--- config.mk ---
export PLATFORM = sky130hd
export DESIGN_NAME = oms_top
export DESIGN_NICKNAME = d
export VERILOG_FILES = /design/src/rtl/oms_pkg.sv /design/src/rtl/oms_mode_dec.sv /design/src/rtl/oms_top.sv
export SDC_FILE = /design/constraint.sdc
export NUM_CORES = 1
export LEC_CHECK = 0
export ABC_CLOCK_PERIOD_IN_PS = 3200
export BUFFER_PORTS_ARGS = -buffer_cell sky130_fd_sc_hd__clkbuf_2
export CORE_ASPECT_RATIO = 0.8
export CORE_UTILIZATION = 30
export CTS_BUF_LIST = sky130_fd_sc_hd__clkbuf_4 sky130_fd_sc_hd__clkbuf_8 sky130_fd_sc_hd__clkbuf_16
export CTS_CLUSTER_DIAMETER = 60
export DETAILED_ROUTE_END_ITERATION = 16
export PLACE_DENSITY = 0.62
export SLEW_MARGIN = 20
export SYNTH_ARGS = -nofsm -noshare
export SYNTH_HDL_FRONTEND = slang
export SYNTH_SLANG_ARGS = --single-unit
--- constraint.sdc ---
create_clock -name i_clk -period 3.2 [get_ports i_clk]
set_input_delay 0.32 -clock i_clk [delete_from_list [all_inputs] [get_ports i_clk]]
set_output_delay 0.32 -clock i_clk [all_outputs]
set_load 0.03 [all_outputs]
--- src/rtl/oms_pkg.sv ---
// shared constants for the operating mode select block
package oms_pkg;
	// ==========================================
	// mode codes {special_mode_n, hi, lo}
	typedef enum logic [2:0] {
		OMS_SSC = 3'h0,
		OMS_SXN = 3'h1,
		OMS_SPER = 3'h2,
		OMS_SXW = 3'h3,
		OMS_NSC = 3'h4,
		OMS_NXN = 3'h5,
		OMS_RSVD = 3'h6,
		OMS_NXW = 3'h7
	} oms_mode_t;
	// ==========================================
	// register offsets
	localparam logic [7:0] OMS_ADR_MODE = 8'h0B;
	localparam logic [7:0] OMS_ADR_PORTA = 8'h00;
	localparam logic [7:0] OMS_ADR_PORTB = 8'h01;
	localparam logic [7:0] OMS_ADR_DIRA = 8'h02;
	localparam logic [7:0] OMS_ADR_DIRB = 8'h03;
	localparam logic [7:0] OMS_ADR_PORT_E = 8'h08;
	localparam logic [7:0] OMS_ADR_DIRE = 8'h09;
	localparam logic [7:0] OMS_ADR_PUCR = 8'h0C;
	// ==========================================
	// mode register fields
	localparam int OMS_B_SPEC_N = 7;
	localparam int OMS_B_MODE_HI = 6;
	localparam int OMS_B_MODE_LO = 5;
	localparam int OMS_B_EMUL = 0;
	// pull control fields: bit0 port a, bit1 port b, bit4 port e
	localparam int OMS_B_PUA = 0;
	localparam int OMS_B_PUB = 1;
	localparam int OMS_B_PUE = 4;
	localparam logic [7:0] OMS_PUCR_RST = 8'h10;
	localparam logic [7:0] OMS_ZERO8 = 8'h00;
	// port e pins 1 and 0 are input only
	localparam logic [7:0] OMS_PE_IN_ONLY = 8'h03;
	// port e pins that carry bus control in special expanded wide mode
	localparam logic [7:0] OMS_PE_BUS_CTL = 8'hFC;
endpackage : oms_pkg

--- src/rtl/oms_mode_dec.sv ---
// combinational decode of the latched mode code
`timescale 1ns/1ns
module oms_mode_dec
	import oms_pkg::*;
(
	input wire logic [2:0] i_code,
	output logic o_special,
	output logic o_single,
	output logic o_wide,
	output logic o_narrow,
	output logic o_periph
);
	// ==========================================
	// decode
	// reserved forced peripheral
	always_comb begin
		o_special = 1'b0;
		o_single = 1'b0;
		o_wide = 1'b0;
		o_narrow = 1'b0;
		o_periph = 1'b0;
		unique case (oms_mode_t'(i_code))
			OMS_SSC: begin
				o_special = 1'b1;
				o_single = 1'b1;
			end
			OMS_SXN: begin
				o_special = 1'b1;
				o_narrow = 1'b1;
			end
			OMS_SPER, OMS_RSVD: begin
				o_special = 1'b1;
				o_periph = 1'b1;
			end
			OMS_SXW: begin
				o_special = 1'b1;
				o_wide = 1'b1;
			end
			OMS_NSC: o_single = 1'b1;
			OMS_NXN: o_narrow = 1'b1;
			OMS_NXW: o_wide = 1'b1;
		endcase
	end
endmodule : oms_mode_dec

--- src/rtl/oms_top.sv ---
// operating mode select, port function and register visibility
// ==========================================
//
// Design decisions made here: the plain strobed port and the register offsets.
`timescale 1ns/1ns
module oms_top
	import oms_pkg::*;
#(
	parameter int W = 8
) (
	input wire logic i_clk,
	input wire logic i_rst,
	input wire logic i_debug_pin,
	input wire logic i_mode_pin_hi,
	input wire logic i_mode_pin_lo,
	input wire logic [7:0] i_addr,
	input wire logic [7:0] i_wdata,
	input wire logic i_wr,
	input wire logic i_rd,
	output logic [7:0] o_rdata,
	input wire logic i_dbg_enable_cmd,
	input wire logic i_dbg_active_cmd,
	input wire logic i_ext16_req,
	output logic o_pull_up_debug,
	output logic o_pull_dn_mode,
	output logic o_bus_wide,
	output logic o_bus_narrow,
	output logic o_narrow_hi_phase,
	output logic o_narrow_lo_phase,
	output logic o_gpio_ab,
	output logic [W-1:0] o_pe_bus_ctl,
	output logic [W-1:0] o_pe_pull_en,
	output logic o_pa_pull_en,
	output logic o_pb_pull_en,
	output logic [W-1:0] o_pa_oe,
	output logic [W-1:0] o_pb_oe,
	output logic [W-1:0] o_pe_oe,
	output logic [W-1:0] o_pa_out,
	output logic [W-1:0] o_pb_out,
	output logic [W-1:0] o_pe_out,
	output logic o_cpu_run,
	output logic o_skip_vector,
	output logic o_dbg_enabled,
	output logic o_dbg_active,
	output logic o_ab_regs_vis,
	output logic o_e_regs_vis,
	output logic o_special_mode_n
);
	// ==========================================
	// pin synchronisers
	logic [2:0] pin_s1_r;
	logic [2:0] pin_s2_r;
	always_ff @(posedge i_clk) begin
		pin_s1_r <= {i_debug_pin, i_mode_pin_hi, i_mode_pin_lo};
		pin_s2_r <= pin_s1_r;
	end

	// ==========================================
	// mode register state
	logic [2:0] code_r, code_nxt;
	logic emul_r, emul_nxt;
	logic lo_wr_done_r, lo_wr_done_nxt;
	logic sm_wr_seen_r, sm_wr_seen_nxt;
	logic emul_wr_seen_r, emul_wr_seen_nxt;
	logic rst_d_r;
	logic [7:0] pa_r, pa_nxt, pb_r, pb_nxt, da_r, da_nxt, db_r, db_nxt;
	logic [7:0] pe_r, pe_nxt, de_r, de_nxt, pucr_r, pucr_nxt;
	logic [7:0] rdata_nxt;
	logic dbg_en_r, dbg_en_nxt, dbg_act_r, dbg_act_nxt;
	logic hi_phase_r, hi_phase_nxt, lo_phase_r, lo_phase_nxt;
	logic special, single, wide, narrow, periph;
	logic [2:0] wr_code;

	oms_mode_dec u_dec (
		.i_code(code_r),
		.o_special(special),
		.o_single(single),
		.o_wide(wide),
		.o_narrow(narrow),
		.o_periph(periph)
	);

	function automatic logic hit(input logic [7:0] a, input logic [7:0] o);
		hit = (a == o);
	endfunction : hit

	// port a, b and e map visibility
	assign o_ab_regs_vis = single;
	assign o_e_regs_vis = single | (!periph & !emul_r);

	always_comb begin
		code_nxt = code_r;
		emul_nxt = emul_r;
		lo_wr_done_nxt = lo_wr_done_r;
		sm_wr_seen_nxt = sm_wr_seen_r;
		emul_wr_seen_nxt = emul_wr_seen_r;
		pa_nxt = pa_r;
		pb_nxt = pb_r;
		da_nxt = da_r;
		db_nxt = db_r;
		pe_nxt = pe_r;
		de_nxt = de_r;
		pucr_nxt = pucr_r;
		wr_code = {i_wdata[OMS_B_SPEC_N], i_wdata[OMS_B_MODE_HI],
			i_wdata[OMS_B_MODE_LO]};
		// latch pins at release of reset
		if (rst_d_r) begin
			code_nxt = pin_s2_r;
			emul_nxt = !pin_s2_r[2];
		end else if (i_wr && hit(i_addr, OMS_ADR_MODE) && !periph) begin
			if (!code_r[2]) begin
				sm_wr_seen_nxt = 1'b1;
				if (sm_wr_seen_r)
					code_nxt[2] = wr_code[2];
			end
			if ((!code_r[2] || !lo_wr_done_r) &&
				{code_nxt[2], wr_code[1:0]} != OMS_SPER &&
				{code_nxt[2], wr_code[1:0]} != OMS_RSVD) begin
				code_nxt[1:0] = wr_code[1:0];
			end
			if (code_r[2])
				lo_wr_done_nxt = 1'b1;
			// emulation bit: once normal, special skips first
			if (code_r[2] ? !emul_wr_seen_r : emul_wr_seen_r)
				emul_nxt = i_wdata[OMS_B_EMUL];
			emul_wr_seen_nxt = 1'b1;
		end else if (i_wr) begin
			if (hit(i_addr, OMS_ADR_PORTA) && o_ab_regs_vis)
				pa_nxt = i_wdata;
			if (hit(i_addr, OMS_ADR_PORTB) && o_ab_regs_vis)
				pb_nxt = i_wdata;
			if (hit(i_addr, OMS_ADR_DIRA) && o_ab_regs_vis)
				da_nxt = i_wdata;
			if (hit(i_addr, OMS_ADR_DIRB) && o_ab_regs_vis)
				db_nxt = i_wdata;
			if (hit(i_addr, OMS_ADR_PORT_E) && o_e_regs_vis)
				pe_nxt = i_wdata;
			if (hit(i_addr, OMS_ADR_DIRE) && o_e_regs_vis)
				de_nxt = i_wdata & ~OMS_PE_IN_ONLY;
			if (hit(i_addr, OMS_ADR_PUCR))
				pucr_nxt = i_wdata;
		end
	end

	// ==========================================
	// read path, unmapped reads as zero
	// mode bits readable outside peripheral mode
	always_comb begin
		rdata_nxt = OMS_ZERO8;
		if (i_rd) begin
			if (hit(i_addr, OMS_ADR_MODE) && !periph) begin
				rdata_nxt[OMS_B_SPEC_N] = code_r[2];
				rdata_nxt[OMS_B_MODE_HI] = code_r[1];
				rdata_nxt[OMS_B_MODE_LO] = code_r[0];
				rdata_nxt[OMS_B_EMUL] = emul_r;
			end else if (hit(i_addr, OMS_ADR_PORTA) && o_ab_regs_vis)
				rdata_nxt = pa_r;
			else if (hit(i_addr, OMS_ADR_PORTB) && o_ab_regs_vis)
				rdata_nxt = pb_r;
			else if (hit(i_addr, OMS_ADR_DIRA) && o_ab_regs_vis)
				rdata_nxt = da_r;
			else if (hit(i_addr, OMS_ADR_DIRB) && o_ab_regs_vis)
				rdata_nxt = db_r;
			else if (hit(i_addr, OMS_ADR_PORT_E) && o_e_regs_vis)
				rdata_nxt = pe_r;
			else if (hit(i_addr, OMS_ADR_DIRE) && o_e_regs_vis)
				rdata_nxt = de_r;
			else if (hit(i_addr, OMS_ADR_PUCR))
				rdata_nxt = pucr_r;
		end
	end

	// ==========================================
	// debug monitor and narrow split
	always_comb begin
		dbg_en_nxt = dbg_en_r;
		dbg_act_nxt = dbg_act_r;
		// special single chip: active at once
		if (rst_d_r) begin
			dbg_en_nxt = pin_s2_r == OMS_SSC;
			dbg_act_nxt = pin_s2_r == OMS_SSC;
		end else begin
			if (i_dbg_enable_cmd)
				dbg_en_nxt = 1'b1;
			if (i_dbg_active_cmd && dbg_en_r && !periph)
				dbg_act_nxt = 1'b1;
		end
		// high byte cycle, then low byte
		hi_phase_nxt = narrow && i_ext16_req && !hi_phase_r;
		lo_phase_nxt = hi_phase_r;
	end

	always_ff @(posedge i_clk) begin
		rst_d_r <= i_rst;
		if (i_rst) begin
			// reset values give normal single chip
			code_r <= OMS_NSC;
			emul_r <= 1'b0;
			lo_wr_done_r <= 1'b0;
			sm_wr_seen_r <= 1'b0;
			emul_wr_seen_r <= 1'b0;
			pa_r <= OMS_ZERO8;
			pb_r <= OMS_ZERO8;
			da_r <= OMS_ZERO8;
			db_r <= OMS_ZERO8;
			pe_r <= OMS_ZERO8;
			de_r <= OMS_ZERO8;
			pucr_r <= OMS_PUCR_RST;
			o_rdata <= OMS_ZERO8;
			dbg_en_r <= 1'b0;
			dbg_act_r <= 1'b0;
			hi_phase_r <= 1'b0;
			lo_phase_r <= 1'b0;
		end else begin
			code_r <= code_nxt;
			emul_r <= emul_nxt;
			lo_wr_done_r <= lo_wr_done_nxt;
			sm_wr_seen_r <= sm_wr_seen_nxt;
			emul_wr_seen_r <= emul_wr_seen_nxt;
			pa_r <= pa_nxt;
			pb_r <= pb_nxt;
			da_r <= da_nxt;
			db_r <= db_nxt;
			pe_r <= pe_nxt;
			de_r <= de_nxt;
			pucr_r <= pucr_nxt;
			o_rdata <= rdata_nxt;
			dbg_en_r <= dbg_en_nxt;
			dbg_act_r <= dbg_act_nxt;
			hi_phase_r <= hi_phase_nxt;
			lo_phase_r <= lo_phase_nxt;
		end
	end

	// ==========================================
	// port functions
	// pulls only while reset is held
	assign o_pull_up_debug = i_rst;
	assign o_pull_dn_mode = i_rst;
	assign o_bus_wide = wide | periph;
	assign o_bus_narrow = narrow;
	assign o_narrow_hi_phase = hi_phase_r;
	assign o_narrow_lo_phase = lo_phase_r;
	// general purpose ports in single chip
	assign o_gpio_ab = single;
	assign o_pa_oe = single ? W'(da_r) : '0;
	assign o_pb_oe = single ? W'(db_r) : '0;
	assign o_pa_out = W'(pa_r);
	assign o_pb_out = W'(pb_r);
	// bus control pins on port e
	assign o_pe_bus_ctl = (code_r == OMS_SXW) ? W'(OMS_PE_BUS_CTL) : '0;
	assign o_pe_oe = W'((de_r |
		((code_r == OMS_SXW) ? OMS_PE_BUS_CTL : OMS_ZERO8)) &
		~OMS_PE_IN_ONLY);
	assign o_pe_out = W'(pe_r);
	assign o_pe_pull_en = pucr_r[OMS_B_PUE] ? '1 : W'(OMS_PE_IN_ONLY);
	assign o_pa_pull_en = pucr_r[OMS_B_PUA];
	assign o_pb_pull_en = pucr_r[OMS_B_PUB];
	assign o_cpu_run = !periph && !dbg_act_r;
	assign o_skip_vector = code_r == OMS_SSC;
	assign o_dbg_enabled = dbg_en_r;
	assign o_dbg_active = dbg_act_r;
	assign o_special_mode_n = code_r[2];

	// ==========================================
	// checks
	split_order_a: assert property (@(posedge i_clk) disable iff (i_rst)
		o_narrow_hi_phase |=> o_narrow_lo_phase)
		else $error("low byte did not follow high byte");
	periph_hold_a: assert property (@(posedge i_clk) disable iff (i_rst)
		!rst_d_r && !periph |=> !periph)
		else $error("peripheral mode entered without reset");
	ab_hide_a: assert property (@(posedge i_clk) disable iff (i_rst)
		(wide || narrow || periph) |-> !o_ab_regs_vis)
		else $error("port a or b registers visible");
	dbg_seq_a: assert property (@(posedge i_clk) disable iff (i_rst)
		$rose(o_dbg_active) && !$past(rst_d_r) |-> $past(dbg_en_r))
		else $error("debug active without enable");
	latch_a: assert property (@(posedge i_clk)
		rst_d_r && !i_rst |=> code_r == $past(pin_s2_r))
		else $error("mode not latched at release");
	cpu_idle_a: assert property (@(posedge i_clk) disable iff (i_rst)
		periph |-> !o_cpu_run)
		else $error("processor runs in peripheral mode");
	e_vis_a: assert property (@(posedge i_clk) disable iff (i_rst)
		single |-> o_e_regs_vis)
		else $error("port e hidden in single chip");
	ssc_dbg_a: assert property (@(posedge i_clk) disable iff (i_rst)
		rst_d_r && pin_s2_r == OMS_SSC |=> o_dbg_active)
		else $error("debug monitor not active");
endmodule : oms_top

# [Word level (Yosys, flattened, before mapping)]
# Index checks and enable logic that the tools add are counted.
[word_totals] input_bits=26 ff_bits=80 output_inout_bits=88 elab_cells=129
[op_classes] n_reduce_logical=51 n_eq_ne=16 mux=32 n_bitwise=8
[ops] operator="$mux W8" count=11
[ops] operator="$eq A8 B4 Y1 const B" count=4
[ops] operator="$reduce_and A4 Y1" count=7
[ops] operator="$mux W1" count=17
[ops] operator="$eq A8 B2 Y1 const B" count=2
[ops] operator="$logic_and A1 B1 Y1" count=16
[ops] operator="$eq A3 B3 Y1 const B" count=4
[ops] operator="$reduce_bool A2 Y1" count=5
[ops] operator="$reduce_or A2 Y1" count=5
[ops] operator="$mux W3" count=3
[ops] operator="$eq A8 B1 Y1 const B" count=1
[ops] operator="$logic_not A1 Y1" count=8
[ops] operator="$logic_not A8 Y1" count=1
[ops] operator="$or A8 B8 Y8" count=1
[ops] operator="$eq A3 B2 Y1 const B" count=2
[ops] operator="$logic_not A3 Y1" count=2
[ops] operator="$reduce_and A2 Y1" count=3
[ops] operator="$reduce_and A3 Y1" count=2
[ops] operator="$not A1 Y1" count=4
[ops] operator="$eq A3 B1 Y1 const B" count=1
[ops] operator="$ne A3 B2 Y1 const B" count=1
[ops] operator="$ne A3 B3 Y1 const B" count=1
[ops] operator="$reduce_or A3 Y1" count=1
[ops] operator="$mux W2" count=1
[ops] operator="other kinds (3)" count=4

# [Depth between registers and ports, before layout]
[logic_depth] ltp_word=14 depth_mapped=8 depth_no_buf=5

# [Cells and area by module]
# A second synthesis with hierarchy kept.
[hier_totals] cells_unflattened=435 area_unflattened_um2=3727.3
[by_module_without_submodules] mod="oms_top" n_inst=1 cells_each=430 seq_area_each_um2=1601.5 area_per_inst_um2=3689.8
[by_module_without_submodules] mod="oms_mode_dec" n_inst=1 cells_each=5 seq_area_each_um2=0.0 area_per_inst_um2=37.5

# [Worst setup path before layout]
# No wires, ideal clock.
[synth_path] path_type="register to register" from="register code_r[0]" to="register pe_r[5], in the netlist o_pe_out[5]" path_stages_with_launch=7 required_ns=3.072 synth_period_minus_slack_ns=2.366 setup_time_ns=0.128 arrival_time_ns=2.238 path_buffers=1 setup_slack_ns=0.834 cell_sequence="dfxtp_1 > clkbuf_1 > mux2i_1 > nand4_1 > nor3_4 > mux2i_1 > nor2_1"
[synth_via] elab_chain_len=8 elab_cells_between_ends=15 cone_classes="eq/ne: 3; mux: 2; bitwise: 3; reduce/logical: 7"
[synth_lines] item="start, declared" line_no="oms_top.sv:60" text="logic [2:0] code_r, code_nxt;"
[synth_lines] item="start signal, assigned" line_no="oms_top.sv:215" text="code_r <= code_nxt;"
[synth_lines] item="$eq A3 B2 Y1 or $eq A3 B3 Y1 (tied branches)"
[synth_lines] item="$reduce_or A2 Y1"
[synth_lines] item="$mux W1" line_no="oms_mode_dec.sv:22" text="unique case (oms_mode_t'(i_code))"
[synth_lines] item="$logic_not A1 Y1" line_no="oms_top.sv:89" text="assign o_e_regs_vis = single | (!periph & !emul_r);"
[synth_lines] item="$and A1 B1 Y1" line_no="oms_top.sv:89"
[synth_lines] item="$or A1 B1 Y1 *" line_no="oms_top.sv:89"
[synth_lines] item="via o_e_regs_vis" line_no="oms_top.sv:46" text="output logic o_e_regs_vis,"
[synth_lines] item="$logic_and A1 B1 Y1 *" line_no="oms_top.sv:136" text="if (hit(i_addr, OMS_ADR_PORT_E) && o_e_regs_vis)"
[synth_lines] item="$reduce_and A4 Y1 (no source line) *"
[synth_lines] item="end signal, assigned" line_no="oms_top.sv:224" text="pe_r <= pe_nxt;"
[synth_lines] item="end, declared" line_no="oms_top.sv:67" text="logic [7:0] pe_r, pe_nxt, de_r, de_nxt, pucr_r, pucr_nxt;"
# The timed path passes the listed nets; every way through them passes the cells marked *.
# A chain may end at the register's enable or synchronous reset.

# [Worst setup path in the final report]
[layout_path] from="register code_r[1]" to="register de_r[7]"
[layout_via] elab_chain_len=8 elab_cells_between_ends=15 cone_classes="eq/ne: 3; mux: 2; bitwise: 3; reduce/logical: 7"
[layout_lines] item="$eq A3 B2 Y1 or $eq A3 B3 Y1 (tied branches)"
[layout_lines] item="$reduce_or A2 Y1"
[layout_lines] item="$mux W1" line_no="oms_mode_dec.sv:22"
[layout_lines] item="$logic_not A1 Y1" line_no="oms_top.sv:89, oms_top.sv:110"
[layout_lines] item="$and A1 B1 Y1" line_no="oms_top.sv:89"
[layout_lines] item="$or A1 B1 Y1" line_no="oms_top.sv:89"
[layout_lines] item="$logic_and A1 B1 Y1" line_no="oms_top.sv:138" text="if (hit(i_addr, OMS_ADR_DIRE) && o_e_regs_vis)"
[layout_lines] item="$reduce_and A4 Y1 (no source line) *"
[layout_lines] item="end signal, assigned" line_no="oms_top.sv:225" text="de_r <= de_nxt;"
[layout_lines] item="end, declared" line_no="oms_top.sv:67"
# Every way passes the cells marked *; elsewhere a longest branch is shown, timed or not.

==> metrics.md <==
| Metric | Value |
|---|---|
| Outcome | `completed` |
| CTS clk-pin slew, worst paths | `60 ps` |
| First-pass GRT wire length | `18,100 um` |
| Drt total wl | `11,800 um` |
| DR iter-0 viols | `204` |
| Startpoint types | `register` |
| FMAX | `447 MHz` |
| Asr flop ratio synth | `0%` |
| Worst VDD drop | `238 uV` |
| Number of synthesized flops with an enable pin | `0` |
| Vias after detailed routing | `3,432` |
| Netlist cell types | `46` |
| Die ar. | `13,000 um2` |
| Final setup fails | `0` |
| Hold-fix buffers, CTS | `0` |
| Slew HR | `40.8%` |
| Hold Path Class | `in2reg` |
| Synth area leader | `dfxtp_1` |
| Net count of the finished layout | `551` |
| H-tree levels | `3` |
| Per-cell routed wire length | `16.9 um` |
| R2r startpoint | `code_r[1]$_SDFFE_PP0P_` |
| Yosys reg bits | `80` |
| Critical path origin | `code_r[1]$_SDFFE_PP0P_` |
| Synth Instances | `448` |
| Register area | `1600 um2` |
| Post-DP Area | `4280 um2` |
| Synth Cell Area | `3770 um2` |
| Drt pass-1 iters | `5` |
| Worst-path fanout max | `12` |
| TritonCTS clock tree | `yes` |
| Seq/Total Area, Yosys | `42.5%` |
| Setup tns final | `0 ps` |
| Static Leakage | `0.00183 uW` |
| Die Span Y | `102 um` |
| Top FF cell, synth | `dfxtp_1` |
| Worst-Skew Late Latency | `340 ps` |
| Gr usage total | `18.7%` |
| RSZ-0062 raised after global routing | `no` |
| Synth warnings | `0` |
| Crit share post-route | `70.0%` |
| Total grt overflow | `0` |
| GPL Wtd Cong | `0.864` |
| Antenna-violating nets left | `0` |
| Avg Cell Area, Syn | `8.41 um2` |
| Post-cts gate resize count | `0` |
| CTS Root Cell | `clkbuf_16` |
| Max Cap Viol | `0` |
| Crit end category | `register` |
| Post-DR vias/cell | `4.90` |
| Cell total after placement | `685` |
| Hold slack | `81.0 ps` |
| Clock sinks | `80` |
| Worst path required time | `3420 ps` |
| Total CTS buffers | `9` |
| Area occupied by multi-input gates | `1890 um2` |
| Fin crit period | `2240 ps` |
| Max Root-Sink Buffers | `2` |
| Largest net degree at the start of global routing | `37` |
| Final Non-Filler Cells | `701` |
| Synth top area share | `42.5%` |
| Area Growth Syn to Fin | `20.9%` |
| Pwr dens | `470 nW/um2` |
| Max Slew Vio Count | `0` |
| Die Wd | `127 um` |
| Initial antenna violation count | `0` |
| Postcts setup bufs | `0` |
| CP arrival | `2460 ps` |
| Rows | `36` |
| I/O Pins | `114` |
| Synth cell count leaders | `dfxtp_1 (80), nand2_1 (80), nor2_1 (46)` |
| Hold_sp | `i_mode_pin_lo` |
| Port buffer count | `107` |
| Vias in the first global route | `3,291` |
| Synth area leaders | `dfxtp_1 (43%), mux2i_1 (8.8%), nand2_1 (8.0%)` |
| Fillers | `1,284` |
| DRC | `0` |
| Final hold violation count | `0` |
| N_diodes | `0` |
| Fin area | `4550 um2` |
| Layout cells sized above 1 | `26.4%` |
| Worst Tran Pin Value | `882 ps` |
| Initial Util | `30.9%` |
| Class of the most critical setup path | `reg2reg` |
| Fin util | `37.3%` |
| Setup Skew | `5.07 ps` |
| Detailed placer's ending HPWL | `8800 um` |
| Worst R2R Setup Slack | `960 ps` |
| Core region area | `12,200 um2` |
## sequential cells by signal, summed over array words and instances (netlist names), 3 cells and up
signal	cells
o_pa_out	8
db_r	8
de_r	6
code_r	3
da_r	8
pin_s2_r	3
o_pe_out	8
o_rdata	8
pucr_r	8
pin_s1_r	3
o_pb_out	8
## critical path: stages (launching register included)
cell     delay [ps]
dfxtp_1         490
nor2b_1         480
nor4_4          210
nor4_4          620
mux2i_1         260
nor2_1           50
## final timing paths
check | end | cells past startpoint
min reg2reg | pin_s2_r[2]$_DFF_P_ | 0
max | de_r[7]$_SDFFE_PP0P_ | 5
max reg2reg | de_r[7]$_SDFFE_PP0P_ | 5
min | pin_s1_r[0]$_DFF_P_ | 1
## logic make-up after synthesis
kind of cell / share of synthesized area [%]
xor gates and xnor gates: 0.233
and+or+nand+nor: 25.6
AOI/OAI and AO/OA: 13.5
buffers and inverters: 7.67
other: 0.199
muxes: 10.3
DFF: 42.5
## cell usage in the layout (no fill, tap or decap), types with 3 or more instances in the layout
cell type    n
clkbuf_2   107
nand2_1     80
dfxtp_1     80
nor2_1      46
a21oi_1     44
mux2i_1     33
and2_1      16
nand2b_1    12
nor2b_1      9
clkbuf_16    9
o21ai_0      8
and3_1       6
conb_1       6
nor3_1       5
nand3_1      5
a221oi_1     5
a211oi_1     4
o2bb2ai_1    4
buf_4        4
mux2_2       3
nor3_2       3
or3_1        3
a22oi_1      3
## where the power goes
group | total [uW] | internal [uW] | switching, uW
Clock | 951 | 541 | 410
Combinational | 172 | 46.9 | 125
Sequential | 1020 | 1010 | 12.7
Total | 2140 | 1590 | 548
## per-stage QoR
stage                     worst slack (ps)  total power, uW
after detailed placement               683             1210
after global routing                   747             2210
after CTS                              955             2160
final                                  961             2140
after global placement                 755             1210
after floorplan                        834             1160
## layer usage
| layer | GRT usage [%] | wire length (um) | vias up |
|---|---|---|---|
| met4 | 8.06 | 270 | 0 |
| met5 | 0 | 0 | - |
| li1 | - | - | 1654 |
| met2 | 27.7 | 5060 | 151 |
| met1 | 25.3 | 5580 | 1602 |
| met3 | 5.24 | 914 | 25 |
## area by class of cell
type | count | share of cell area [%]
repair buffers | 111 | 12.4
well taps | 171 | 4.70
multi-input cells | 321 | 41.5
clock inverters | 5 | 0.742
inverters | 2 | 0.165
clock buffers | 11 | 5.27
flip-flops and latches | 80 | 35.2
Power figures use the tool's default switching activity.
